$ cat config.mk
export PLATFORM = sky130hd
export DESIGN_NAME = tapt_frame_timer
export DESIGN_NICKNAME = d
export VERILOG_FILES = /design/src/common/tapt_pkg.sv /design/src/logic/tapt_uid_mem.sv /design/src/logic/tapt_frame_timer.sv
export VERILOG_INCLUDE_DIRS = /design/src /design/src/common
export SDC_FILE = /design/constraint.sdc
export NUM_CORES = 1
export LEC_CHECK = 0
export BUFFER_PORTS_ARGS = -buffer_cell sky130_fd_sc_hd__buf_2
export CAP_MARGIN = 20
export CORE_ASPECT_RATIO = 1.5
export CORE_MARGIN = 4
export CORE_UTILIZATION = 40
export CTS_BUF_LIST = sky130_fd_sc_hd__clkbuf_4
export DETAILED_ROUTE_END_ITERATION = 10
export HOLD_SLACK_MARGIN = 0.12
export PLACE_DENSITY = 0.59
export SYNTH_ARGS = -nofsm -noshare
export SYNTH_HDL_FRONTEND = slang
export SYNTH_SLANG_ARGS = --single-unit
$ cat constraint.sdc
create_clock -name clk -period 6.19 [get_ports clk]
set_clock_uncertainty 0.15 [all_clocks]
set_input_delay 0.619 -clock clk [delete_from_list [all_inputs] [get_ports clk]]
set_output_delay 0.619 -clock clk [all_outputs]
set_load 0.01 [all_outputs]
$ cat src/common/tapt_params.svh
`ifndef TAPT_PARAMS_SVH
`define TAPT_PARAMS_SVH
// Carrier cycles per elementary time unit.
`define TAPT_ETU_CYCLES 128
// Subcarrier is the carrier divided by this.
`define TAPT_SUB_DIV 16
// Fixed n for request, wake-up, anticollision and select.
`define TAPT_N_FIXED 9
// Frame delay offsets after a final one or zero bit.
`define TAPT_OFS_ONE 84
`define TAPT_OFS_ZERO 20
// Quiet field time before a cross-type request is accepted, in microseconds.
`define TAPT_QUIET_US 5000
`define TAPT_CLK_MHZ 200
// Cascade tag value and highest cascade level.
`define TAPT_CASCADE_TAG 8'h88
`define TAPT_MAX_LEVEL 2'h3
`endif

$ cat src/common/tapt_pkg.sv
package tapt_pkg;
    typedef enum logic [1:0] {
        TAPT_IDLE = 2'b00,
        TAPT_WAIT = 2'b01,
        TAPT_SEND = 2'b11
    } tapt_state_t;
    typedef enum logic [1:0] {
        TAPT_CMD_ANTICOLL = 2'h0,
        TAPT_CMD_OTHER = 2'h1,
        TAPT_CMD_TYPEB = 2'h2
    } tapt_cmd_t;
endpackage

$ cat src/logic/tapt_uid_mem.sv
`timescale 1ns/100ps
`default_nettype none
module tapt_uid_mem #(
    parameter int DEPTH = 16
) (
    input wire logic clk, // System clock.
    input wire logic we, // Write strobe.
    input wire logic [3:0] waddr, // Write address.
    input wire logic [7:0] wdata, // Write byte.
    input wire logic [3:0] raddr, // Read address.
    output logic [7:0] rdata // Registered read byte.
);
    // The address ports are four bits wide, so any other depth leaves words unreachable or out of range.
    if (DEPTH != 16) begin : g_bad_depth
        $error("tapt_uid_mem: depth must match the 4-bit address");
    end
    logic [7:0] mem [DEPTH];
    always_ff @(posedge clk) begin
        if (we) begin
            mem[waddr] <= wdata;
        end
        rdata <= mem[raddr];
    end
endmodule // tapt_uid_mem
`default_nettype wire

$ cat src/logic/tapt_frame_timer.sv
`timescale 1ns/100ps
`default_nettype none
`include "tapt_params.svh"
// What this block does
// (RULE1) Reader repeats both request types.
// (RULE2) Type A ready after 5ms quiet.
// (RULE3) Type B ready after 5ms quiet. The block has no such wait and never answers a Type B command.
// (RULE4) One etu is 128 carrier cycles.
// (RULE5) Subcarrier is carrier divided by sixteen.
// (RULE6) Check byte is XOR of four bytes.
// (RULE7) Cascade tag 88 marks more bytes.
// (RULE8) Cascade levels one to three.
// (RULE9) Bit b8 is MSB, b1 LSB.
// (RULE10) Reader flags full-bit modulation as collision.
// (RULE11) Delay runs from pause end to edge.
// (RULE12) Anticollision commands: 1236 or 1172 cycles.
// (RULE13) Others: n*128 plus 84 or 20.
// (RULE14) Fixed n keeps all cards synchronous.
// (RULE15) Other answers sit on 128-cycle grid.
// (RULE16) Reader waits 1172 cycles after card.
// (RULE17) Silent on transmission errors.
// (RULE18) Carrier-clocked counter from pause end.
module tapt_frame_timer
    import tapt_pkg::*;
#(
    parameter int QUIET_CYCLES = `TAPT_QUIET_US * `TAPT_CLK_MHZ,
    parameter int N_WIDTH = 8
) (
    input wire logic clk, // 200 MHz system clock.
    input wire logic nrst, // Synchronous reset, active low.
    input wire logic carrier, // Recovered carrier, asynchronous.
    input wire logic pauseIn, // Field pause detected, asynchronous.
    input wire logic cmdDone, // Command fully decoded, one cycle.
    input wire logic cmdOk, // Frame received without error.
    input wire tapt_cmd_t cmdType, // Command class.
    input wire logic lastBit, // Final data bit of the command.
    input wire logic [N_WIDTH-1:0] nReq, // Requested n for other commands.
    input wire logic uidWe, // UID byte write strobe.
    input wire logic [3:0] uidWaddr, // UID byte index, level*4+byte.
    input wire logic [7:0] uidWdata, // UID byte.
    input wire logic [1:0] level, // Cascade level, 1 to 3.
    output logic startEdge, // Pulse at first response edge.
    output logic subcarrier, // Response subcarrier, carrier/16.
    output logic respActive, // Response slot under way.
    output logic reqAReady, // Type A request accepted.
    output logic [7:0] checkByte // XOR of the level's four bytes.
);
    localparam int QW = $clog2(QUIET_CYCLES + 1);
    // The n field must hold the fixed value nine, and a zero quiet time would never block.
    if (N_WIDTH < 4 || QUIET_CYCLES < 1) begin : g_bad_params
        $error("tapt_frame_timer: bad parameters");
    end

    logic carS1_q, carS2_q, carS3_q, pauS1_q, pauS2_q, pauS3_q;
    always_ff @(posedge clk) begin
        carS1_q <= carrier;
        carS2_q <= carS1_q;
        carS3_q <= carS2_q;
        pauS1_q <= pauseIn;
        pauS2_q <= pauS1_q;
        pauS3_q <= pauS2_q;
    end
    logic carRise, pauseEnd;
    assign carRise = carS2_q & ~carS3_q;
    assign pauseEnd = ~pauS2_q & pauS3_q; // RULE11

    // Frame delay in carrier cycles for the decoded command.
    function automatic logic [N_WIDTH+7:0] fdtOf(input tapt_cmd_t t, input logic lb,
                                                  input logic [N_WIDTH-1:0] n);
        logic [N_WIDTH-1:0] nn;
        nn = (t == TAPT_CMD_ANTICOLL || n < N_WIDTH'(`TAPT_N_FIXED)) ? N_WIDTH'(`TAPT_N_FIXED) : n; // RULE12 RULE13 RULE14
        fdtOf = {nn, 7'h00} + (lb ? (N_WIDTH+8)'(`TAPT_OFS_ONE) : (N_WIDTH+8)'(`TAPT_OFS_ZERO)); // RULE4 RULE15
    endfunction

    tapt_state_t state_q, state_d;
    logic [N_WIDTH+7:0] cnt_q, cnt_d, tgt_q, tgt_d;
    logic [3:0] subCnt_q, subCnt_d;
    logic startEdge_q, startEdge_d, sub_q, sub_d, act_q, act_d;
    logic [QW-1:0] quiet_q, quiet_d;
    logic typeB_q, typeB_d, reqA_q, reqA_d;

    always_comb begin
        state_d = state_q;
        cnt_d = cnt_q;
        tgt_d = tgt_q;
        subCnt_d = subCnt_q;
        startEdge_d = 1'b0;
        act_d = act_q;
        sub_d = sub_q;
        quiet_d = quiet_q;
        typeB_d = typeB_q;
        reqA_d = reqA_q;
        case (state_q)
            TAPT_IDLE: begin
                act_d = 1'b0;
                sub_d = 1'b0;
                if (cmdDone && cmdOk && cmdType != TAPT_CMD_TYPEB) begin // RULE17
                    tgt_d = fdtOf(cmdType, lastBit, nReq);
                    state_d = TAPT_WAIT;
                    cnt_d = '0;
                end
            end
            TAPT_WAIT: begin
                // Counting restarts at every pause end so the last one sets the origin.
                if (pauseEnd) begin // RULE18
                    cnt_d = '0;
                end else if (carRise) begin
                    cnt_d = cnt_q + 1'b1;
                    if (cnt_q + 1'b1 == tgt_q) begin // RULE18
                        startEdge_d = 1'b1;
                        act_d = 1'b1;
                        sub_d = 1'b1;
                        subCnt_d = '0;
                        cnt_d = '0;
                        state_d = TAPT_SEND;
                    end
                end
            end
            TAPT_SEND: begin
                if (carRise) begin
                    subCnt_d = subCnt_q + 1'b1;
                    if (subCnt_q[2:0] == 3'h7) begin // RULE5
                        sub_d = ~sub_q;
                    end
                    cnt_d = cnt_q + 1'b1;
                    if (cnt_q + 1'b1 == (N_WIDTH+8)'(`TAPT_ETU_CYCLES)) begin
                        state_d = TAPT_IDLE;
                        sub_d = 1'b0;
                        act_d = 1'b0;
                    end
                end
            end
            default: state_d = TAPT_IDLE;
        endcase
        // Cross-type recovery: after a Type B command, wait for quiet field.
        if (cmdDone && cmdType == TAPT_CMD_TYPEB) begin
            typeB_d = 1'b1;
            quiet_d = '0;
        end else if (pauS2_q) begin
            quiet_d = '0;
        end else if (typeB_q && quiet_q != QW'(QUIET_CYCLES)) begin
            quiet_d = quiet_q + 1'b1;
        end else if (typeB_q) begin
            typeB_d = 1'b0; // RULE2 RULE3
        end
        reqA_d = cmdDone && cmdOk && cmdType == TAPT_CMD_ANTICOLL && !typeB_q;
    end

    always_ff @(posedge clk) begin
        if (!nrst) begin
            state_q <= TAPT_IDLE;
            cnt_q <= '0;
            tgt_q <= '0;
            subCnt_q <= '0;
            startEdge_q <= 1'b0;
            sub_q <= 1'b0;
            act_q <= 1'b0;
            quiet_q <= '0;
            typeB_q <= 1'b0;
            reqA_q <= 1'b0;
        end else begin
            state_q <= state_d;
            cnt_q <= cnt_d;
            tgt_q <= tgt_d;
            subCnt_q <= subCnt_d;
            startEdge_q <= startEdge_d;
            sub_q <= sub_d;
            act_q <= act_d;
            quiet_q <= quiet_d;
            typeB_q <= typeB_d;
            reqA_q <= reqA_d;
        end
    end

    // UID storage and check byte; bytes are b8..b1 MSB first.
    logic [7:0] rd;
    logic [1:0] bIdx_q, bIdx_d, rdIdx_q;
    logic [7:0] acc_q, acc_d, chk_q, chk_d;
    tapt_uid_mem #(.DEPTH(16)) uidMem (
        .clk(clk),
        .we(uidWe),
        .waddr(uidWaddr),
        .wdata(uidWdata),
        .raddr({level, bIdx_q}),
        .rdata(rd)
    );
    always_comb begin
        bIdx_d = bIdx_q + 1'b1;
        acc_d = (rdIdx_q == 2'h0) ? rd : (acc_q ^ rd); // RULE6 RULE7 RULE9
        chk_d = (rdIdx_q == 2'h3) ? acc_d : chk_q;
        if (level == 2'h0 || level > `TAPT_MAX_LEVEL) begin // RULE8
            chk_d = 8'h00;
        end
    end
    always_ff @(posedge clk) begin
        if (!nrst) begin
            bIdx_q <= 2'h0;
            rdIdx_q <= 2'h0;
            acc_q <= 8'h00;
            chk_q <= 8'h00;
        end else begin
            bIdx_q <= bIdx_d;
            rdIdx_q <= bIdx_q;
            acc_q <= acc_d;
            chk_q <= chk_d;
        end
    end
    // The cascade tag sits in byte 0 of its level and is folded into the check byte like any UID byte.

    assign startEdge = startEdge_q;
    assign subcarrier = sub_q;
    assign respActive = act_q;
    assign reqAReady = reqA_q;
    assign checkByte = chk_q;

    a_start_after_wait: assert property (@(posedge clk) disable iff (!nrst) // RULE18
        startEdge_q |-> $past(state_q) == TAPT_WAIT) else $error("start edge without wait");
    a_fixed_delay: assert property (@(posedge clk) disable iff (!nrst) // RULE12
        state_q == TAPT_WAIT && $past(state_q) == TAPT_IDLE && $past(cmdType) == TAPT_CMD_ANTICOLL
        |-> tgt_q == (N_WIDTH+8)'(`TAPT_N_FIXED * `TAPT_ETU_CYCLES + `TAPT_OFS_ZERO)
        || tgt_q == (N_WIDTH+8)'(`TAPT_N_FIXED * `TAPT_ETU_CYCLES + `TAPT_OFS_ONE)) else $error("bad fixed delay");
    a_grid_align: assert property (@(posedge clk) disable iff (!nrst) // RULE15
        state_q == TAPT_WAIT |-> tgt_q[6:0] == 7'(`TAPT_OFS_ONE) || tgt_q[6:0] == 7'(`TAPT_OFS_ZERO))
        else $error("off grid");
    a_silent_err: assert property (@(posedge clk) disable iff (!nrst) // RULE17
        state_q == TAPT_IDLE && cmdDone && !cmdOk |=> state_q == TAPT_IDLE) else $error("answered bad frame");
    a_sub_idle: assert property (@(posedge clk) disable iff (!nrst) // RULE5
        state_q == TAPT_IDLE |-> !sub_q) else $error("subcarrier while idle");
    a_n_min: assert property (@(posedge clk) disable iff (!nrst) // RULE13
        state_q == TAPT_WAIT |-> tgt_q >= (N_WIDTH+8)'(`TAPT_N_FIXED * `TAPT_ETU_CYCLES + `TAPT_OFS_ZERO))
        else $error("n below nine");
    a_typeb_block: assert property (@(posedge clk) disable iff (!nrst) // RULE2
        typeB_q |=> !reqA_q) else $error("request taken too soon");
    a_quiet_release: assert property (@(posedge clk) disable iff (!nrst) // RULE2 RULE3
        typeB_q && quiet_q == QW'(QUIET_CYCLES) && !pauS2_q && !cmdDone |=> !typeB_q)
        else $error("quiet field not released");
    a_level_range: assert property (@(posedge clk) disable iff (!nrst) // RULE8
        level == 2'h0 && rdIdx_q == 2'h3 |=> chk_q == 8'h00) else $error("bad level check");
endmodule // tapt_frame_timer
`default_nettype wire

==> results of run 1 <==
## path summary, 6_finish.rpt
kind | endpoint | slack (ps) | cells past startpoint
worst max-delay path | subcarrier | 2370 | 9
worst min-delay path | carS2_q | 180 | 0
worst max register to register | subcarrier | 2370 | 9
worst min register to register | carS2_q | 180 | 0
## cell type report
class	count	area, um2
Inverter	24	90.09
Sequential cell	218	5647
Clock buffer	86	645.6
Clock inverter	14	88.84
Antenna cell	1	2.502
Tap cell	280	350.3
Timing Repair Buffer	70	465.4
Multi-Input combinational cell	449	3408
Fill cell	2051	12270
## layout by cell type (no fill, tap or decap), types with 8 or more instances in the layout
master	synthesis	routed
buf_2	3	44
nand2_1	51	51
o22ai_1	9	9
a31oi_1	11	11
or3_1	10	10
xor2_1	24	24
nor4_1	8	8
a211oi_1	10	10
o21ai_0	30	30
clkbuf_4	0	86
nor2_1	66	66
xnor2_1	27	27
nand4_1	12	12
inv_1	24	24
dfxtp_1	90	89
nand3_1	19	19
a21oi_1	31	31
nor3_1	15	15
dlygate4sd3_1	0	20
mux4_2	40	40
edfxtp_1	128	128
clkinv_1	0	8
## registers in the layout, indices dropped and copies added, names as in the netlist, 3 cells and up
name,count
uidMem.rdata,8
acc_q,8
subCnt_q,3
quiet_q,20
cnt_q,16
checkByte,8
uidMem.mem,128
tgt_q,10
## cell families (layout without fill, tap and decap cells)
group	count (synthesis)	after routing	synth area share [%]
AOI/OAI and AO/OA	118	118	7.862
xor gates and xnor gates	51	51	4.790
adders and majority gates	5	5	0.6709
buffers and inverters	64	194	2.912
DFF	218	218	60.54
muxes	46	46	10.32
other	0	1	0
and+or+nand+nor	229	229	12.91
## worst reg2reg max path: cells and delay by family, from the launching register on
kind,cells,cell delay [ps]
AOI/OAI and AO/OA,2,270
and+or+nand+nor,6,2610
adders and majority gates,1,320
DFF,1,390
## per-layer routing
| metal | routed length, um | global-route usage (%) | vias to the layer above |
|---|---|---|---|
| met2 | 11910 | 30.94 | 192 |
| met5 | 0 | 0 | - |
| met1 | 8402 | 18.91 | 3032 |
| met4 | 1024 | 10.05 | 0 |
| li1 | - | - | 2947 |
| met3 | 891 | 3.660 | 61 |
## repair_timing
action | in CTS | in global routing
setup endpoints to repair | 0 | 0
hold endpoints to repair | 102 | 0
hold buffers | 20 | 0
## power by group
group / total [mW] / switching (mW) / internal, mW
combinational: 0.217 / 0.117 / 0.100
clock: 1.24 / 0.569 / 0.673
sequential: 1.60 / 0.0253 / 1.58
total: 3.06 / 0.711 / 2.35
## metrics by stage
| stage | utilization (%) | hold WS, ps | total power [mW] |
|---|---|---|---|
| floorplan | - | 159.6 | 1.767 |
| global placement | 42.40 | 163.7 | 1.835 |
| detailed placement | 42.49 | 162.8 | 1.843 |
| CTS | 46.56 | 129.0 | 3.115 |
| global route | 46.57 | 141.2 | 3.211 |
| finish | 46.57 | 178.0 | 3.060 |
==> results.md, run 1 <==
- Status: finished clean
- CP required: around 6600 ps
- VDD IR max: 187.7 uV
- P&R area growth vs syn: 14.72%
- Crit path arrival time: ~4300 ps
- Most used cell, CP: or4_4
- Routed len/inst: 19.47 um
- Clock root cell: clkbuf_4
- Peak per-stage delay on the critical path: just over 600 ps
- Register area share after synthesis: 60.54%
- Post-synth EDFFs: roughly 130
- Die area: 25870 um2
- CTS tree: yes
- Clk Latency, worst-skew pair: between 600 and 700 ps
- Final wirelength: 22.23 mm
- Reg clk slew, reported paths: 70 ps
- Max cap viols: 0
- Fmax: 261.5 MHz
- Distinct cells, synth: 64
- Post-CTS Setup Inserts: 0
- Placeable Area: roughly 23000 um2
- Cells after synthesis: approximately 730
- Leak Pwr: 3.591 nW
- RSZ-0062 raised after global routing: no
- YS warnings: 0
- Slew headroom: 32.55%
- Worst Hold Class: reg -> reg
- Post-Syn Area: approximately 9300 um2
- Worst Hold Launch: carS1_q
- Die width: around 130 um
- Critical path class: reg -> reg
- Worst slack, placed: 2370 ps
- Final routed DRC violation total: 0
- DP Area: 9761 um2
- H-tree levels: 2
- Vias per cell: 5.457
- Worst setup margin: 2366 ps
- Hpwl dp: 15.60 mm
- CP delay by family, top: simple AND/OR/NAND/NOR gates
- Cell Count, Final, Fillers Out: 1142
- Die H: 195 um
- P per Cell Area: 286.1 nW/um2
- Buf/Inv on CP: 0
- TritonCTS Buffers: 54
- GRT Total Usage: 17.34%
- Global-route wire length before repair: 35.16 mm
- Count leader, synth: edfxtp_1
- Largest area contributor in the netlist: edfxtp_1
- Largest net degree at the start of global routing: 36
- Main synth FF type: edfxtp_1
- Area contributors post-synth: edfxtp_1 (41%), dfxtp_1 (19%), mux4_2 (9.7%), nor2_1 (2.7%), xnor2_1 (2.5%)
- Top cells by count, synth: edfxtp_1 (128), dfxtp_1 (90), nor2_1 (66)
- Placed Instances: 1021
- Antenna violations before repair: 1
- PortBufs: 43
- CTS-repair resized insts: 0
- CP startpoint: cnt_q[0]
- Worst r2r src: cnt_q[0]
- Worst Tran Pin Value: 1004 ps
- Total grt overflow: 0
- Area share of the largest cell type after synthesis: about two fifths
- Pre-antenna DRT Iters: 6
- Worst setup EP type: flop
- Mapped Nets: 768
- ANT nets after route: 0
- Routed vias: between 6000 and 7000
- Layout cell share with drive strength beyond 1: 23.23%
- IO Pins: 44
- Final hold violation count: 0
- Initial core utilization: between 40% and 50%
- Final period util: about three fifths
- Final nets: 854
- CP cell instances: ha_1 > nand3_1 > nor4_2 > a21oi_1 > or4_4 > nor4_4 > nand2_1 > or4_4 > a211oi_2
- Avg Cell Area, Syn: ~13 um2
- Clock sinks: approximately 220
- Detailed Route Iter0 Violations: 347
- Async S/R FF share, synth: 0%
- Post-route cell area: 10700 um2
- Final setup vio count: 0
- Critical Path Start Type: flop
- Period minus WS final: 3824 ps
- CP max-delay cell: nor4_2
- Synthesis-stage register bit count: 218
- Slew Viols, Final: 0
- Clock Path Buffers: 3
- Worst Path Max Fanout: 11
- GP Congestion: 0.8896
- Post-route setup TNS: 0 ps
- Rows: 68
- Number of global-route vias before repair: roughly 6700
(Power assumes the default switching activity.)
==> run 2, diff against run 1 <==
Settings changed: ABC_AREA set to 1, PLACE_DENSITY 0.59 to 0.61.
Clock period 6.19 ns to 3.4 ns, I/O delays scaled along.
==> run 2 against run 1 <==
Compared with the run above: combinational power up 100%; largest cell class unchanged; utilization rose by 1.1 points; register-to-register slack got worse by 1400 ps; highest routed layer unchanged; via count grew 22%.
==> results.md, run 2 <==
- CP required: 3800 ps
- Max cap viols: 0
- CTS-repair resized insts: 0
- Rows: 69
- Worst setup EP type: flop
- P&R area growth vs syn: 16.76%
- Avg Cell Area, Syn: 9.227 um2
- Synthesis-stage register bit count: ~220
- Vias per cell: 5.013
- Final setup vio count: 0
- Placed Instances: 1381
- Final nets: approximately 1200
- Final period util: between 70% and 80%
- Placeable Area: ~24000 um2
- Buf/Inv on CP: 4
- CP delay by family, top: buffers and inverters
- Hold-fix buffers at CTS: 47
- Main synth FF type: edfxtp_1
- Hold slack: 195.9 ps
- Async S/R FF share, synth: 0%
- Clock Path Buffers: 3
- Post-CTS Setup Inserts: 0
- GP Congestion: 0.9021
- CP max-delay cell: dlygate4sd3_1
- Count leader, synth: nand2_1
- Worst slack, placed: 1015 ps
- Die H: 198.6 um
- Antenna violations before repair: 1
- Die width: 135.1 um
- Sequential Area: 5647 um2
- Detailed Route Iter0 Violations: a little over 500
- YS warnings: 0
- GRT Total Usage: 17.89%
- Routed vias: 7604
- Most used cell, CP: dlygate4sd3_1
- Final hold violation count: 0
- PortBufs: between 40 and 50
- RSZ-0062 raised after global routing: no
- Clock root cell: clkbuf_4
- Largest net degree at the start of global routing: 67
- Fill cells: 2256
- Worst Path Max Fanout: 7
- Slew Viols, Final: 0
- Worst Tran Pin Value: 864.6 ps
- Register area share after synthesis: around three fifths
- Critical Path Start Type: primary input
- Fmax: a little under 400 MHz
- ANT nets after route: 0
- Commonest non-fill, non-tap cell in the layout: nand2_1
- Final routed DRC violation total: 0
- Cell Count, Final, Fillers Out: approximately 1500
- P per Cell Area: 475.6 nW/um2
- IO Pins: 44
- Distinct cells, synth: 41
- Period minus WS final: approximately 2600 ps
- Mapped Nets: 1087
- Slew headroom: 42.15%
- Number of global-route vias before repair: approximately 7700
- Initial core utilization: just over 40%
- Worst Hold Class: in -> reg
- Utilization after layout: 47.65%
- Register with the most flip-flops: uidMem.mem
- Routed len/inst: 15.49 um
- H-tree levels: 2
- Layout cell share with drive strength beyond 1: 16.47%
- Overall power: about 5.4 mW
- Post-synth EDFFs: 128
- Crit path arrival time: 2960 ps
- Post-route setup TNS: 0 ps
- Critical path class: in -> reg
- Status: finished clean
- CP cell instances: dlygate4sd3_1 > buf_2 > nor2_1 > a21oi_1 > nand2_1 > dlygate4sd3_1 > a21oi_1 > dlygate4sd3_1
- Most frequent cells in the layout: nand2_1 (205), nor2_1 (150), edfxtp_1 (128)
- Clock sinks: roughly 220
- Pre-antenna DRT Iters: 7
- Leak Pwr: just over 4 nW
- Worst setup margin: between 800 and 900 ps
- Peak per-stage delay on the critical path: 570 ps
- Post-Syn Area: 9688 um2
- Largest regs: uidMem.mem x128, quiet_q x20, cnt_q x16
- Top cells by count, synth: nand2_1 (205), nor2_1 (150), edfxtp_1 (128)
- DP Area: slightly above 10000 um2
- Reg clk slew, reported paths: 70 ps
- Total grt overflow: 0
- Clk Latency, worst-skew pair: 660 ps
- Die area: between 20000 and 30000 um2
- Global-route wire length before repair: 37.90 mm
- VDD IR max: between 200 and 300 uV
- CTS tree: yes
- Area contributors post-synth: edfxtp_1 (40%), dfxtp_1 (19%), nand2_1 (7.9%), nor2_1 (5.8%), o21ai_0 (3.9%)
- Multi-input combinational cell area: 3577 um2
- Cells after synthesis: 1050
- Post-route cell area: 11310 um2
- Final wirelength: 23.50 mm
- Largest register FFs: between 100 and 150
- Hpwl dp: 15.81 mm
- TritonCTS Buffers: 53
- Largest area contributor in the netlist: edfxtp_1
- Area share of the largest cell type after synthesis: 39.67%
run 2: path summary, 6_finish.rpt:
check	from	to	slack, ps	cells after the start
setup / recovery	cmdType[1]	tgt_q[8]	840	8
hold reg to reg	carS2_q	carS3_q	200	0
hold / removal	uidWaddr[2]	uidMem.mem[4][2]	200	3
setup reg to reg	cnt_q[0]	cnt_q[15]	1010	14
run 2: logic make-up (layout without fill, tap and decap cells):
kind of cell	Yosys count	after routing	share of synthesized area, %
and+or+nand+nor	499	499	22.87
DFF	218	218	58.27
AOI/OAI and AO/OA	182	182	10.81
buffers and inverters	119	265	4.804
xor gates and xnor gates	27	27	2.596
adders and majority gates	5	5	0.6457
other	0	2	0
run 2: worst register-to-register path: stages, from the launching register on:
cell and delay (ps):
dfxtp_1 390, ha_1 270, nand2_1 120, nor2_4 210, nand4_1 150, nand2_1 130
nand2_1 60, nand2_1 90, nand2_1 70, nor2_2 110, nand3_2 100, nand2_2 90
nand2_4 170, nand2_1 110, a21oi_1 60
run 2: final cells by class:
cell class	instances	area share [%]
Multi-Input combinational cell	713	31.62
Tap cell	319	3.528
Timing Repair Buffer	98	6.592
Antenna cell	2	0.04424
Clock buffer	81	5.376
Sequential cell	218	49.92
Inverter	80	2.655
Clock inverter	6	0.2655
run 2: layer usage:
layer / up-vias / track usage (%) / part of all wire (%)
li1: 3833 / - / -
met1: 3538 / 18.38 / 38
met2: 178 / 33.88 / 53
met3: 55 / 3.694 / 4.4
met4: 0 / 9.152 / 4.5
met5: - / 0 / 0
run 2: where the power goes:
group	total (mW)	internal, mW	switching [mW]	leakage, nW
clock	2.05	1.07	0.977	0.379
combinational	0.434	0.152	0.283	1.87
sequential	2.90	2.87	0.0312	1.89
==> run 3, diff against run 2 <==
Settings changed: PLACE_DENSITY 0.61 to 0.59.
Clock period 3.4 ns to 2.6 ns, I/O delays scaled along.
==> run 3 against run 2 <==
Compared with the run above: sequential cell count did not move; via count rose by 2.3%; clock-buffer cell count fell by 4; global-route usage rose by 0.26 points; first-iteration DRC count fell by 18%; non-clock buffer count rose by 25; critical path type is now reg -> reg; largest cell class unchanged; highest routed layer unchanged.
==> results.md, run 3 (synthesized netlist as in run 2, its figures left out) <==
- Critical Path Start Type: flop
- Sequential share of power: 52.6%
- P per Cell Area: 622.2 nW/um2
- Cell Count, Final, Fillers Out: 1550
- CP required: just over 3000 ps
- Slew headroom: 45.34%
- Status: finished clean
- Antenna violations before repair: 1
- Clock sinks: roughly 220
- Final nets: 1226
- Fmax: 414.4 MHz
- Commonest non-fill, non-tap cell in the layout: nand2_1
- Pint: 5.437 mW
- Layout cell share with drive strength beyond 1: between 10% and 20%
- ANT nets after route: 0
- Net load switching power: 1.772 mW
- Largest register FFs: 128
- Die H: roughly 200 um
- TritonCTS Buffers: 53
- Total grt overflow: 0
- Period minus WS final: around 2400 ps
- Reg2Reg Setup Slack: 190 ps
- Routed len/inst: around 15 um
- Global-route wire length before repair: roughly 38 mm
- GRT Total Usage: a little under a fifth
- IO Pins: 44
- Clk Latency, worst-skew pair: 680 ps
- Fill cells: 2303
- P&R area growth vs syn: 19.61%
- Part of the power in combinational logic: a little over 8%
- Slew Viols, Final: 0
- Number of global-route vias before repair: 7796
- GP Congestion: between 0.8 and 0.9
- Clock root cell: clkbuf_4
- Vias per cell: 5.019
- CTS tree: yes
- Pre-antenna DRT Iters: 5
- RSZ-0062 raised after global routing: no
- Clock power share: between 30% and 40%
- Post-route setup TNS: 0 ps
- Overall power: around 7 mW
- Largest regs: uidMem.mem x128, quiet_q x20, cnt_q x16
- Final setup vio count: 0
- Final hold violation count: 0
- Initial core utilization: 40.81%
- Detailed Route Iter0 Violations: 414
- Leak Pwr: between 4 and 5 nW
- Placed Instances: 1397
- Placeable Area: 23740 um2
- Worst Hold Class: reg -> reg
- Routed vias: between 7000 and 8000
- Worst Path Max Fanout: 8
- H-tree levels: 2
- Worst slack, placed: 202.7 ps
- Die width: 135.1 um
- Die area: 26830 um2
- Hold slack: 181.0 ps
- Final wirelength: 23.97 mm
- Worst setup margin: 187.1 ps
- Rows: between 60 and 70
- VDD IR max: slightly below 500 uV
- Hpwl dp: 16.08 mm
- Largest net degree at the start of global routing: 67
- Worst setup EP type: flop
- Clock Path Buffers: 3
- Critical path class: reg -> reg
- Final routed DRC violation total: 0
- Most frequent cells in the layout: nand2_1 (205), nor2_1 (150), edfxtp_1 (128)
- PortBufs: 43
- Max cap viols: 0
- Reg clk slew, reported paths: 70 ps
- Register with the most flip-flops: uidMem.mem
- Net Sw Frac: 24.58%
- Final period util: 92.80%
- Worst Tran Pin Value: 811.3 ps
- Crit path arrival time: 2830 ps
[run 3: cell count changes in the layout (fill, tap and decap cells not counted), moves of 4 or more]
cell / delta
buf_4: +15
dlygate4sd3_1: +9
clkinv_2: +5
clkbuf_4: -4
clkinv_1: +8
[run 3: worst max-delay path: stages, from the launching register on]
cell	delay, ps
dfxtp_1	310
buf_4	160
nor2_1	130
nand2_1	160
o21ai_0	200
dlygate4sd3_1	590
a21oi_1	40
dlygate4sd3_1	560
[run 3: area by class of cell]
class	count	area (um2)	share of cell area (%)
clock inverter	19	107.6	0.9286
antenna	1	2.502	0.02160
tap	319	399.1	3.445
sequential	218	5647	48.73
multi-input combinational	713	3585	30.94
clock buffer	77	578.1	4.989
inverter	80	300.3	2.592
timing repair buffer	123	968.4	8.358
[run 3: what timing repair did]
| item | CTS | global route |
|---|---|---|
| setup buffers | 0 | 0 |
| endpoints found under the setup margin | 0 | 3 |
| endpoints found under the hold margin | 327 | 0 |
| hold buffers | 56 | 0 |
| gates resized for setup | 0 | 2 |
[run 3: path summary, 6_finish.rpt]
check                                 from       end  cells past startpoint
worst max register to register  state_q[1]  tgt_q[6]                      7
worst min-delay path               pauS1_q   pauS2_q                      0
worst max-delay path            state_q[1]  tgt_q[6]                      7
worst min register to register     pauS1_q   pauS2_q                      0
[run 3: metal layers]
metal | up-vias | wire length, um | global-route usage (%)
li1 | 3890 | - | -
met1 | 3635 | 8896 | 18.35
met2 | 185 | 12690 | 33.68
met3 | 69 | 961 | 3.618
met4 | 0 | 1428 | 11.54
met5 | - | 0 | 0
[run 3: power groups by stage]
stage | registers (mW) | clock network [mW] | logic [mW]
after floorplan | 3.86 | 0 | 0.332
after global placement | 3.86 | 0 | 0.533
after detailed placement | 3.87 | 0 | 0.538
after CTS | 3.79 | 2.94 | 0.606
after global routing | 3.80 | 3.11 | 0.676
final | 3.79 | 2.82 | 0.600
[run 3: through the flow]
stage	util, %	cell area [um2]
2_1_floorplan	-	9688
6_report	48.81	11590
5_1_grt	48.81	11590
3_5_place_dp	43.52	10330
4_1_cts	48.76	11580
3_3_place_gp	43.52	10330
